**config.mk**
```make
export PLATFORM = sky130hd
export DESIGN_NAME = lam_monitor
export DESIGN_NICKNAME = d
export VERILOG_FILES = /design/src/logic/lam_pkg.sv /design/src/logic/lam_monitor.sv
export SDC_FILE = /design/constraint.sdc
export NUM_CORES = 1
export LEC_CHECK = 0
export BUFFER_PORTS_ARGS = -buffer_cell sky130_fd_sc_hd__buf_2
export CAP_MARGIN = 20
export CORE_MARGIN = 5
export CORE_UTILIZATION = 30
export DETAILED_ROUTE_END_ITERATION = 16
export HOLD_SLACK_MARGIN = 0.03
export SETUP_SLACK_MARGIN = 0.4
export SLEW_MARGIN = 20
export SYNTH_ARGS = -nofsm -noshare
export SYNTH_HDL_FRONTEND = slang
export SYNTH_SLANG_ARGS = --single-unit
```
**constraint.sdc**
```tcl
create_clock -name clk -period 2.6 [get_ports clk]
set_clock_uncertainty 0.05 [all_clocks]
set_input_delay 0.13 -clock clk [delete_from_list [all_inputs] [get_ports clk]]
set_output_delay 0.13 -clock clk [all_outputs]
set_load 0.02 [all_outputs]
```
**src/logic/lam_pkg.sv**
```systemverilog
// Package for the limit alert monitor: register map, field layout, carriers.
// Assumes a single 50 MHz clock domain and a 16-bit register word.
package lam_pkg;

    localparam int unsigned REG_W = 16;
    localparam logic [7:0] ADDR_CONFIG = 8'h00;
    localparam logic [7:0] ADDR_ALERT_CTRL = 8'h06;
    localparam logic [7:0] ADDR_THRESHOLD = 8'h07;
    localparam logic [15:0] RESET_ALERT_CTRL = 16'h0000;
    localparam logic [15:0] RESET_THRESHOLD = 16'h0000;

    // Field positions of the alert control register
    localparam int unsigned BIT_SHUNT_OVER = 15;
    localparam int unsigned BIT_SHUNT_UNDER = 14;
    localparam int unsigned BIT_BUS_OVER = 13;
    localparam int unsigned BIT_BUS_UNDER = 12;
    localparam int unsigned BIT_POWER_OVER = 11;
    localparam int unsigned BIT_CONV_READY = 10;
    localparam int unsigned BIT_SOURCE_FLAG = 4;
    localparam int unsigned BIT_CONV_DONE = 3;
    localparam int unsigned BIT_OVERFLOW = 2;
    localparam int unsigned BIT_SENSE_INV = 1;
    localparam int unsigned BIT_LATCH = 0;
    // Software-writable bits: enables plus polarity and latch
    localparam logic [15:0] CTRL_WR_MASK = 16'hFC03;
    // Operating mode field of the configuration register
    localparam int unsigned MODE_LSB = 0;
    localparam int unsigned MODE_W = 2;
    localparam logic [1:0] MODE_POWER_DOWN = 2'h0;

    typedef enum logic [5:0] {
        LAM_SEL_NONE = 6'h01,
        LAM_SEL_SHUNT_OVER = 6'h02,
        LAM_SEL_SHUNT_UNDER = 6'h04,
        LAM_SEL_BUS_OVER = 6'h08,
        LAM_SEL_BUS_UNDER = 6'h10,
        LAM_SEL_POWER_OVER = 6'h20
    } lam_sel_t;

    // New results from the measurement core
    typedef struct packed {
        logic valid;
        logic [15:0] shunt;
        logic [15:0] bus;
        logic [15:0] power;
        logic overflow;
    } lam_result_t;

    // Register access strobes from the serial slave engine
    typedef struct packed {
        logic wr;
        logic rd;
        logic [7:0] addr;
        logic [15:0] wdata;
    } lam_reg_req_t;

    typedef struct packed {
        logic [15:0] ctrl;
        logic [15:0] thresh;
        logic [15:0] rdata;
        logic flag_src;
        logic flag_conv;
        logic flag_ovf;
        logic alert;
    } lam_state_t;

endpackage

```
**src/logic/lam_monitor.sv**
```systemverilog
// Limit alert monitor: alert control and threshold registers, compare, alert pin.
// Assumes a serial slave engine that gives one-cycle read and write strobes
// and a measurement core that pulses valid once per finished averaged result.
//
// Summary of operation
// - Several limit enables set: only the highest bit position is compared.
// - Shunt over enable: alert when shunt result above threshold.
// - Shunt under enable: alert when shunt result below threshold.
// - Bus over enable: alert when bus result above threshold.
// - Bus under enable: alert when bus result below threshold.
// - Power over enable: alert when power result above threshold.
// - Conversion-ready enable: alert when done flag sets, alongside one limit.
// - Source flag set by limit alert; latched mode clears it on control read.
// - Transparent mode clears source flag after next passing conversion.
// - Done flag sets only once conversion, averaging and multiply finish.
// - Done flag clears on non power-down config write or control read.
// - Overflow flag sets when internal arithmetic overflows.
// - Polarity bit: one active-high, zero active-low open-collector alert.
// - Latch bit: one latches alert, source and overflow flags, zero is transparent.
// - Transparent returns idle when fault gone; latched holds until control read.
// - Sixteen-bit read/write threshold compared with selected result.
// - Shunt result compared as signed twos complement.
`timescale 1ns/10ps
module lam_monitor #(
    // Register word width
    parameter int unsigned DATA_W = lam_pkg::REG_W
) (
    // Clock and reset
    input wire logic clk,
    input wire logic rstn,
    // Register access
    input wire lam_pkg::lam_reg_req_t reg_req,
    output logic [15:0] reg_rdata,
    // Measurement results
    input wire lam_pkg::lam_result_t result,
    // Open-drain alert pin
    input wire logic alert_in,
    output logic alert_out,
    output logic alert_oe
);

    lam_pkg::lam_state_t s_q;
    lam_pkg::lam_state_t s_d;
    lam_pkg::lam_sel_t sel;
    logic ctrl_rd;
    logic ctrl_wr;
    logic thr_wr;
    logic cfg_clr;
    logic hit;
    logic done_set;
    logic ovf_set;
    logic latch;

    ////////////////////////////////////////////////////////////////////////
    // Elaboration check

    // Carriers in the package are fixed at one register word
    if (DATA_W != lam_pkg::REG_W) begin : g_width_check
        $error("register width must match the package word");
    end

    ////////////////////////////////////////////////////////////////////////
    // Priority select of the limit function

    function automatic lam_pkg::lam_sel_t pick(input logic [15:0] c);
        if (c[lam_pkg::BIT_SHUNT_OVER]) begin
            pick = lam_pkg::LAM_SEL_SHUNT_OVER;
        end else if (c[lam_pkg::BIT_SHUNT_UNDER]) begin
            pick = lam_pkg::LAM_SEL_SHUNT_UNDER;
        end else if (c[lam_pkg::BIT_BUS_OVER]) begin
            pick = lam_pkg::LAM_SEL_BUS_OVER;
        end else if (c[lam_pkg::BIT_BUS_UNDER]) begin
            pick = lam_pkg::LAM_SEL_BUS_UNDER;
        end else if (c[lam_pkg::BIT_POWER_OVER]) begin
            pick = lam_pkg::LAM_SEL_POWER_OVER;
        end else begin
            pick = lam_pkg::LAM_SEL_NONE;
        end
    endfunction

    assign sel = pick(s_q.ctrl);

    // Bus and power are unsigned; shunt is signed
    always_comb begin
        case (sel)
            lam_pkg::LAM_SEL_SHUNT_OVER: begin
                hit = $signed(result.shunt) > $signed(s_q.thresh);
            end
            lam_pkg::LAM_SEL_SHUNT_UNDER: begin
                hit = $signed(result.shunt) < $signed(s_q.thresh);
            end
            lam_pkg::LAM_SEL_BUS_OVER: begin
                hit = result.bus > s_q.thresh;
            end
            lam_pkg::LAM_SEL_BUS_UNDER: begin
                hit = result.bus < s_q.thresh;
            end
            lam_pkg::LAM_SEL_POWER_OVER: begin
                hit = result.power > s_q.thresh;
            end
            default: begin
                hit = 1'b0;
            end
        endcase
    end

    ////////////////////////////////////////////////////////////////////////
    // Register decode and next state

    assign ctrl_rd = reg_req.rd && (reg_req.addr == lam_pkg::ADDR_ALERT_CTRL);
    assign ctrl_wr = reg_req.wr && (reg_req.addr == lam_pkg::ADDR_ALERT_CTRL);
    assign thr_wr = reg_req.wr && (reg_req.addr == lam_pkg::ADDR_THRESHOLD);
    assign cfg_clr = reg_req.wr && (reg_req.addr == lam_pkg::ADDR_CONFIG)
        && (reg_req.wdata[lam_pkg::MODE_LSB +: lam_pkg::MODE_W]
            != lam_pkg::MODE_POWER_DOWN);
    // Valid only comes after averaging and multiply are finished
    assign done_set = result.valid;
    assign ovf_set = result.valid && result.overflow;
    assign latch = s_q.ctrl[lam_pkg::BIT_LATCH];

    always_comb begin
        s_d = s_q;
        if (ctrl_wr) begin
            s_d.ctrl = (reg_req.wdata & lam_pkg::CTRL_WR_MASK)
                | (s_q.ctrl & ~lam_pkg::CTRL_WR_MASK);
        end
        if (thr_wr) begin
            s_d.thresh = reg_req.wdata;
        end
        // Read snapshot taken before the clear so software sees the flags
        if (reg_req.rd) begin
            case (reg_req.addr)
                lam_pkg::ADDR_ALERT_CTRL: begin
                    s_d.rdata = s_q.ctrl;
                    s_d.rdata[lam_pkg::BIT_SOURCE_FLAG] = s_q.flag_src;
                    s_d.rdata[lam_pkg::BIT_CONV_DONE] = s_q.flag_conv;
                    s_d.rdata[lam_pkg::BIT_OVERFLOW] = s_q.flag_ovf;
                end
                lam_pkg::ADDR_THRESHOLD: begin
                    s_d.rdata = s_q.thresh;
                end
                default: begin
                    s_d.rdata = '0;
                end
            endcase
        end
        // Done flag: clear first, a coinciding set wins
        if (cfg_clr || ctrl_rd) begin
            s_d.flag_conv = 1'b0;
        end
        if (done_set) begin
            s_d.flag_conv = 1'b1;
        end
        // Source flag
        if (latch) begin
            if (ctrl_rd) begin
                s_d.flag_src = 1'b0;
            end
            if (result.valid && hit) begin
                s_d.flag_src = 1'b1;
            end
        end else if (result.valid) begin
            s_d.flag_src = hit;
        end
        // Overflow follows the latch policy like the source flag
        if (latch) begin
            if (ctrl_rd) begin
                s_d.flag_ovf = 1'b0;
            end
            if (ovf_set) begin
                s_d.flag_ovf = 1'b1;
            end
        end else if (result.valid) begin
            s_d.flag_ovf = result.overflow;
        end
        // Next control word, so the stored alert always matches the stored enables
        s_d.alert = s_d.flag_src
            || (s_d.ctrl[lam_pkg::BIT_CONV_READY] && s_d.flag_conv);
    end

    always_ff @(posedge clk or negedge rstn) begin
        if (!rstn) begin
            s_q.ctrl <= lam_pkg::RESET_ALERT_CTRL;
            s_q.thresh <= lam_pkg::RESET_THRESHOLD;
            s_q.rdata <= '0;
            s_q.flag_src <= 1'b0;
            s_q.flag_conv <= 1'b0;
            s_q.flag_ovf <= 1'b0;
            s_q.alert <= 1'b0;
        end else begin
            s_q <= s_d;
        end
    end

    ////////////////////////////////////////////////////////////////////////
    // Outputs

    assign reg_rdata = s_q.rdata;
    // Open collector: pull low whenever the pin level should be low, active or idle
    assign alert_out = 1'b0;
    assign alert_oe = s_q.ctrl[lam_pkg::BIT_SENSE_INV] ? !s_q.alert : s_q.alert;

    ////////////////////////////////////////////////////////////////////////
    // Checks

    shunt_over_a: assert property (@(posedge clk) disable iff (!rstn)
        (result.valid && sel == lam_pkg::LAM_SEL_SHUNT_OVER
            && $signed(result.shunt) > $signed(s_q.thresh)) |=> s_q.flag_src)
        else $error("shunt over limit missed");
    priority_sel_a: assert property (@(posedge clk) disable iff (!rstn)
        (s_q.ctrl[lam_pkg::BIT_SHUNT_OVER] |-> sel == lam_pkg::LAM_SEL_SHUNT_OVER))
        else $error("priority select wrong");
    bus_under_a: assert property (@(posedge clk) disable iff (!rstn)
        (result.valid && sel == lam_pkg::LAM_SEL_BUS_UNDER && !latch
            && result.bus >= s_q.thresh) |=> !s_q.flag_src)
        else $error("bus under false alert");
    done_clear_a: assert property (@(posedge clk) disable iff (!rstn)
        (ctrl_rd && !result.valid) |=> !s_q.flag_conv)
        else $error("done flag not cleared");
    done_set_a: assert property (@(posedge clk) disable iff (!rstn)
        $rose(s_q.flag_conv) |-> $past(result.valid))
        else $error("done flag set without result");
    latch_hold_a: assert property (@(posedge clk) disable iff (!rstn)
        (latch && s_q.flag_src && !ctrl_rd && !ctrl_wr) |=> s_q.flag_src)
        else $error("latched flag dropped");
    conv_alert_a: assert property (@(posedge clk) disable iff (!rstn)
        (s_q.ctrl[lam_pkg::BIT_CONV_READY] && s_q.flag_conv) |-> s_q.alert)
        else $error("conversion alert missing");
    polarity_a: assert property (@(posedge clk) disable iff (!rstn)
        alert_oe == (s_q.alert ^ s_q.ctrl[lam_pkg::BIT_SENSE_INV]))
        else $error("alert polarity wrong");
    overflow_a: assert property (@(posedge clk) disable iff (!rstn)
        ovf_set |=> s_q.flag_ovf)
        else $error("overflow flag missed");
    threshold_a: assert property (@(posedge clk) disable iff (!rstn)
        thr_wr |=> s_q.thresh == $past(reg_req.wdata))
        else $error("threshold not stored");

    ////////////////////////////////////////////////////////////////////////
    // Checks of the limit compare

    shunt_under_a: assert property (@(posedge clk) disable iff (!rstn)
        (result.valid && sel == lam_pkg::LAM_SEL_SHUNT_UNDER
            && $signed(result.shunt) < $signed(s_q.thresh)) |=> s_q.flag_src)
        else $error("shunt under limit missed");
    bus_over_a: assert property (@(posedge clk) disable iff (!rstn)
        (result.valid && sel == lam_pkg::LAM_SEL_BUS_OVER
            && result.bus > s_q.thresh) |=> s_q.flag_src)
        else $error("bus over limit missed");
    bus_under_hit_a: assert property (@(posedge clk) disable iff (!rstn)
        (result.valid && sel == lam_pkg::LAM_SEL_BUS_UNDER
            && result.bus < s_q.thresh) |=> s_q.flag_src)
        else $error("bus under limit missed");
    power_over_a: assert property (@(posedge clk) disable iff (!rstn)
        (result.valid && sel == lam_pkg::LAM_SEL_POWER_OVER
            && result.power > s_q.thresh) |=> s_q.flag_src)
        else $error("power over limit missed");
    bus_unsigned_a: assert property (@(posedge clk) disable iff (!rstn)
        (result.valid && sel == lam_pkg::LAM_SEL_BUS_OVER
            && result.bus[lam_pkg::REG_W - 1] && !s_q.thresh[lam_pkg::REG_W - 1])
            |=> s_q.flag_src)
        else $error("bus compared as signed");
    shunt_signed_a: assert property (@(posedge clk) disable iff (!rstn)
        (result.valid && sel == lam_pkg::LAM_SEL_SHUNT_OVER && !latch
            && result.shunt[lam_pkg::REG_W - 1] && !s_q.thresh[lam_pkg::REG_W - 1])
            |=> !s_q.flag_src)
        else $error("shunt compared as unsigned");
    no_limit_a: assert property (@(posedge clk) disable iff (!rstn)
        (result.valid && !latch && sel == lam_pkg::LAM_SEL_NONE) |=> !s_q.flag_src)
        else $error("source flag without limit");
    shunt_clear_a: assert property (@(posedge clk) disable iff (!rstn)
        (result.valid && !latch && sel == lam_pkg::LAM_SEL_SHUNT_OVER
            && $signed(result.shunt) <= $signed(s_q.thresh)) |=> !s_q.flag_src)
        else $error("transparent flag not cleared");

    ////////////////////////////////////////////////////////////////////////
    // Checks of flags, pin and registers

    src_clear_a: assert property (@(posedge clk) disable iff (!rstn)
        (latch && ctrl_rd && !result.valid) |=> !s_q.flag_src)
        else $error("latched flag not cleared on read");
    src_snapshot_a: assert property (@(posedge clk) disable iff (!rstn)
        ctrl_rd |=> reg_rdata[lam_pkg::BIT_SOURCE_FLAG] == $past(s_q.flag_src))
        else $error("source flag not reported");
    done_mark_a: assert property (@(posedge clk) disable iff (!rstn)
        result.valid |=> s_q.flag_conv)
        else $error("done flag not set");
    cfg_clear_a: assert property (@(posedge clk) disable iff (!rstn)
        (cfg_clr && !result.valid) |=> !s_q.flag_conv)
        else $error("done flag kept after config write");
    ovf_track_a: assert property (@(posedge clk) disable iff (!rstn)
        (result.valid && !latch && !result.overflow) |=> !s_q.flag_ovf)
        else $error("overflow flag stale");
    ovf_hold_a: assert property (@(posedge clk) disable iff (!rstn)
        (latch && s_q.flag_ovf && !ctrl_rd && !ctrl_wr) |=> s_q.flag_ovf)
        else $error("latched overflow dropped");
    src_alert_a: assert property (@(posedge clk) disable iff (!rstn)
        s_q.flag_src |-> s_q.alert)
        else $error("limit alert not shown");
    idle_release_a: assert property (@(posedge clk) disable iff (!rstn)
        (!s_q.alert && !s_q.ctrl[lam_pkg::BIT_SENSE_INV]) |-> !alert_oe)
        else $error("idle pin pulled low");
    invert_release_a: assert property (@(posedge clk) disable iff (!rstn)
        (s_q.alert && s_q.ctrl[lam_pkg::BIT_SENSE_INV]) |-> !alert_oe)
        else $error("inverted alert pulled low");
    thresh_read_a: assert property (@(posedge clk) disable iff (!rstn)
        (reg_req.rd && reg_req.addr == lam_pkg::ADDR_THRESHOLD)
            |=> reg_rdata == $past(s_q.thresh))
        else $error("threshold read wrong");
    thresh_keep_a: assert property (@(posedge clk) disable iff (!rstn)
        !thr_wr |=> $stable(s_q.thresh))
        else $error("threshold changed without write");
    unmapped_read_a: assert property (@(posedge clk) disable iff (!rstn)
        (reg_req.rd && reg_req.addr != lam_pkg::ADDR_ALERT_CTRL
            && reg_req.addr != lam_pkg::ADDR_THRESHOLD) |=> reg_rdata == '0)
        else $error("unmapped read not zero");

endmodule

```
---- Yosys cells after proc, flatten, opt, wreduce, memory -nomap -nowiden ----
Cells that the tools add are included.
storage, ports and cells
  output and inout port bits .............. 18
  register bits ........................... 52
cells by class
  bitwise gates (word level) .............. 1
  magnitude comparators ................... 5
  mux-type cells .......................... 19
  eq/ne operators ......................... 8
  reduce and logical (&&, ||, !) cells .... 15
operator list
  operator                                                               count
  16-bit > comparator                                                    3
  16-bit < comparator                                                    2
  16-bit case mux with 2 select lines                                    1
  6-bit 2-to-1 mux                                                       5
  8-bit by 3-bit equality test with 1-bit output, second input constant  2
  16-bit by 10-bit bitwise OR with 16-bit output                         1
  1-bit 2-to-1 mux                                                       11
  11-bit 2-to-1 mux                                                      1
  1-bit logical AND                                                      8
  8-bit logical NOT                                                      1
  6-bit by 2-bit equality test with 1-bit output, second input constant  1
  6-bit by 3-bit equality test with 1-bit output, second input constant  1
  6-bit by 4-bit equality test with 1-bit output, second input constant  1
  6-bit by 5-bit equality test with 1-bit output, second input constant  1
  6-bit equality test, second input constant                             1
  1-bit case mux with 5 select lines                                     1
  2-bit nonzero test                                                     2
  3-bit by 1-bit != test with 1-bit output, second input constant        1
  1-bit logical OR                                                       2
  2-bit AND reduction                                                    1
  1-bit logical NOT                                                      1

---- Logic depth before layout (Yosys ltp) ----
  depth in word-level cells ............... 11
  mapped depth ............................ 8

---- Worst setup path after synthesis ----
No wires, ideal clock.
  path type ............................... reg2reg
  start ................................... register s_q[31] (netlist bit)
  end ..................................... register s_q[3] (netlist bit)
  clock period less this slack ............ 2.106 ns
  setup time .............................. 0.086 ns
  cell stages (with the launch flop) ...... 9
  path slack .............................. 0.494 ns
  arrival time ............................ 1.970 ns
  required time ........................... 2.464 ns
  buffers on the path ..................... 0
  path through ............................ dfrtp_1 -> inv_1 -> ha_1 -> a21oi_2 -> o21a_2 -> o2bb2ai_1 -> or4_1 -> a32o_2 -> a32oi_1
RTL lines
  what                RTL line           source
  start: declaration  lam_monitor.sv:42  lam_pkg::lam_state_t s_q;

==> summary.txt <==
Finish
  – Fin nets: 568
  – Layout cells sized above 1: 0.441
  – Number of diodes: 0
  – Utilization after layout: 0.415
  – # fillers: 1049
  – Finished layout cell area: 4330 um^2
  – Synth-to-Final Area Change: 34.3%

Timing
  – Max_slew headroom: 0.624
  – Fmax: 445 MHz
  – RSZ-0062 raised after global routing: yes
  – Final Max Slew Viols: 0
  – Final hold vios: 0
  – Final min period: 2.25 ns
  – Setup TNS: 0 ns
  – Tcrit/Tclk final: 0.864
  – Final worst slack: 0.353 ns
  – Setup violators final: 0
  – Worst Max-Slew Pin Slew: 0.564 ns

Drt
  – Post-route ant nets: 0
  – Iteration-0 DRC Markers: 88
  – Vias per inst: 4.97
  – Routed WL: 9230 um
  – DR WL/cell: 16.0 um
  – Detailed Routing Iterations Pass 1: 4
  – Routed vias: 2862
  – DRC: 0

Floorplanning
  – Die ar.: 12900 um^2
  – Placeable Area: 10400 um^2
  – Die Span X: 114 um
  – I/O pin total: 97
  – Die H: 114 um
  – Initial Util: 0.309
  – Number of cell rows: 37

Outcome
  – Outcome: finished, final reports clean

Hold path
  – WHS Path Cells: 2
  – Tightest Hold Check Type: in -> reg

Logic synthesis
  – Async SR Flop Fraction: 1.00
  – Main synth FF type: dfrtp_1
  – Top-area cell type share of the netlist area: 0.342
  – Synth warn: 0
  – Number of flops mapped to enable cells by yosys: 0
  – Synth area leader: dfrtp_1
  – Sequential fraction of the synthesis area: 0.342
  – Post-Syn Area: 3220 um^2
  – Area contributors post-synth: dfrtp_1, ha_1, mux2_2
  – Synth Instances: 324
  – Synthesis-stage register bit count: 44
  – Post-synth net total: 451
  – Syn Area/Cell: 9.95 um^2
  – Yosys cell types: 55

GRT
  – Largest net degree at the start of global routing: 45
  – First-pass GRT wire length: 14100 um
  – GRT overflow: 0
  – Initial antenna violation count: 0
  – GR Util All Layers: 0.136
  – Vias in the first global route: 2901

Critical path
  – Reg2Reg Depth: 8
  – Worst path max stage delay: 0.51 ns
  – Data arrival, critical path: 2.41 ns
  – Critical Path RT: 2.77 ns
  – Worst Path Class, Setup: reg -> reg
  – Critical path endpoint category: register
  – CP max FO: 6
  – Startpoint Class: register
  – Critical path, cell by cell: inv_2, ha_1, nand4_4, or4_1, nand2_1, or4_4, a32o_2, a32oi_1
  – Worst path slowest cell: or4_4

Clock tree
  – Clock buffer count from CTS: 5
  – # clock sinks: 44
  – Worst-Skew Late Latency: 0.29 ns
  – TritonCTS clock tree: built
  – Clk buf depth: 2
  – H-tree depth: 2
  – CTS root buffer: clkbuf_8
  – Clk slew on worst S/H paths: 0.08 ns

Place
  – Buffers on Ports: 94
  – Post-DP Area: 3750 um^2
  – DP Wirelength: 7200 um
  – RePlAce Congestion: 0.791
  – Pre-CTS setup slack: 0.243 ns

Power
  – Pwr Total: 0.00164 W
  – Leakage power: 2.08 nW
  – Peak VDD IR: 283 uV
  – Pwr/cell area: 379 nW/um^2

Run
  – Max-cap viol count: 0
==> cells in the final DEF, fill, tap and decap left out, drive strengths merged, types with 2 or more instances in the layout <==
cell type    netlist  layout
buf               20     122
ha                48      48
dfrtp             44      44
inv               39      39
mux2              23      23
a21oi             22      22
nand2             17      17
o21ai             13      13
mux2i             12      12
o22ai             11      11
dlygate4sd3        0      11
nand3              9       9
nand4              8       8
clkbuf             3       5
nor2               5       5
nor3               4       4
and4               3       3
o211ai             3       3
nor2b              3       3
or4                3       3
nand4b             2       2
a31o               2       2
nand2b             2       2
a21o               2       2
a211o              2       2
==> logic make-up after synthesis <==
logic type / count (synthesis) / share of synthesized area
fa+ha+maj: 48 / 0.186
xor+xnor: 1 / 0.00272
compound gates: 72 / 0.149
mux: 35 / 0.118
simple gates: 61 / 0.109
other cells: 1 / 0.00116
buf+inv: 62 / 0.0928
flops: 44 / 0.342
==> Yosys cell counts, types with 2 or more instances <==
cell type / count
mux2i_1: 12
inv_1: 39
ha_1: 48
or4_1: 3
dfrtp_1: 44
mux2_2: 23
nor2b_1: 3
a31o_2: 2
nand4b_1: 2
nand3_1: 9
a211o_1: 2
nor2_1: 5
nand2_1: 17
a21oi_2: 2
a21o_1: 2
nor3_1: 3
clkbuf_1: 3
buf_4: 17
and4_1: 3
o22ai_1: 11
a21oi_1: 20
o211ai_1: 2
nand4_1: 7
nand2b_1: 2
o21ai_0: 12
buf_2: 2
==> through the flow <==
stage          cells  hold WS, ns
3_5_place_dp     536        0.299
6_report         576       0.0380
4_1_cts          563       0.0305
3_3_place_gp     536        0.285
2_1_floorplan    324       -0.216
5_1_grt          576       0.0309
==> critical path: cells and delay by family, from the launching register on <==
kind            cells  cell delay [ns]
fa+ha+maj           1             0.26
compound gates      2             0.49
flops               1             0.40
simple gates        4             0.86
buf+inv             1             0.10
==> layer usage <==
metal | GRT usage | wire length [um] | vias to the layer above | share of wire
li1 | - | - | 1401 | -
met1 | 0.171 | 3940 | 1362 | 0.43
met2 | 0.231 | 4570 | 88 | 0.49
met3 | 0.0371 | 583 | 11 | 0.063
met4 | 0.0321 | 139 | 0 | 0.015
met5 | 0 | 0 | - | 0
==> area by class of cell <==
class,instances,area (um^2),area share
multi-input combinational,218,2020,0.466
sequential,44,1100,0.254
timing repair buffer,133,793,0.183
tap,136,170,0.0393
inverter,39,146,0.0338
clock buffer,5,68.8,0.0159
clock inverter,1,30.0,0.00694
==> final timing paths <==
path	startpoint	end	slack, ns
worst max-delay path	s_q[32]$_DFFE_PN0P_	s_q[3]$_DFF_PN0_	0.35
worst min-delay path	reg_req[3]	s_q[23]$_DFFE_PN0P_	0.04
worst max register to register	s_q[32]$_DFFE_PN0P_	s_q[3]$_DFF_PN0_	0.35
worst min register to register	s_q[1]$_DFFE_PN0P_	s_q[1]$_DFFE_PN0P_	0.46
max in group asynchronous	rstn	s_q[47]$_DFFE_PN0P_	1.79
min in group asynchronous	rstn	reg_rdata[7]$_DFFE_PN0P_	0.31
==> timing repair <==
action,in CTS,in global routing
pin swaps,11,8
hold buffers,10,1
resized for setup,20,17
setup buffers,11,12
endpoints found under the setup margin,2,2
gates cloned,0,0
endpoints found under the hold margin,54,1
==> flip-flops by register name (all words and copies together) (netlist names) <==
| register | flops |
|---|---|
| reg_rdata | 16 |
| s_q | 27 |
| latch | 1 |
==> where the power goes <==
part | switching, W | internal, W | total (W)
logic | 0.000210 | 0.000208 | 0.000419
registers | 0.0000198 | 0.000706 | 0.000726
clock network | 0.000218 | 0.000276 | 0.000494
total | 0.000449 | 0.00119 | 0.00164
Power figures use the tool's default switching activity.
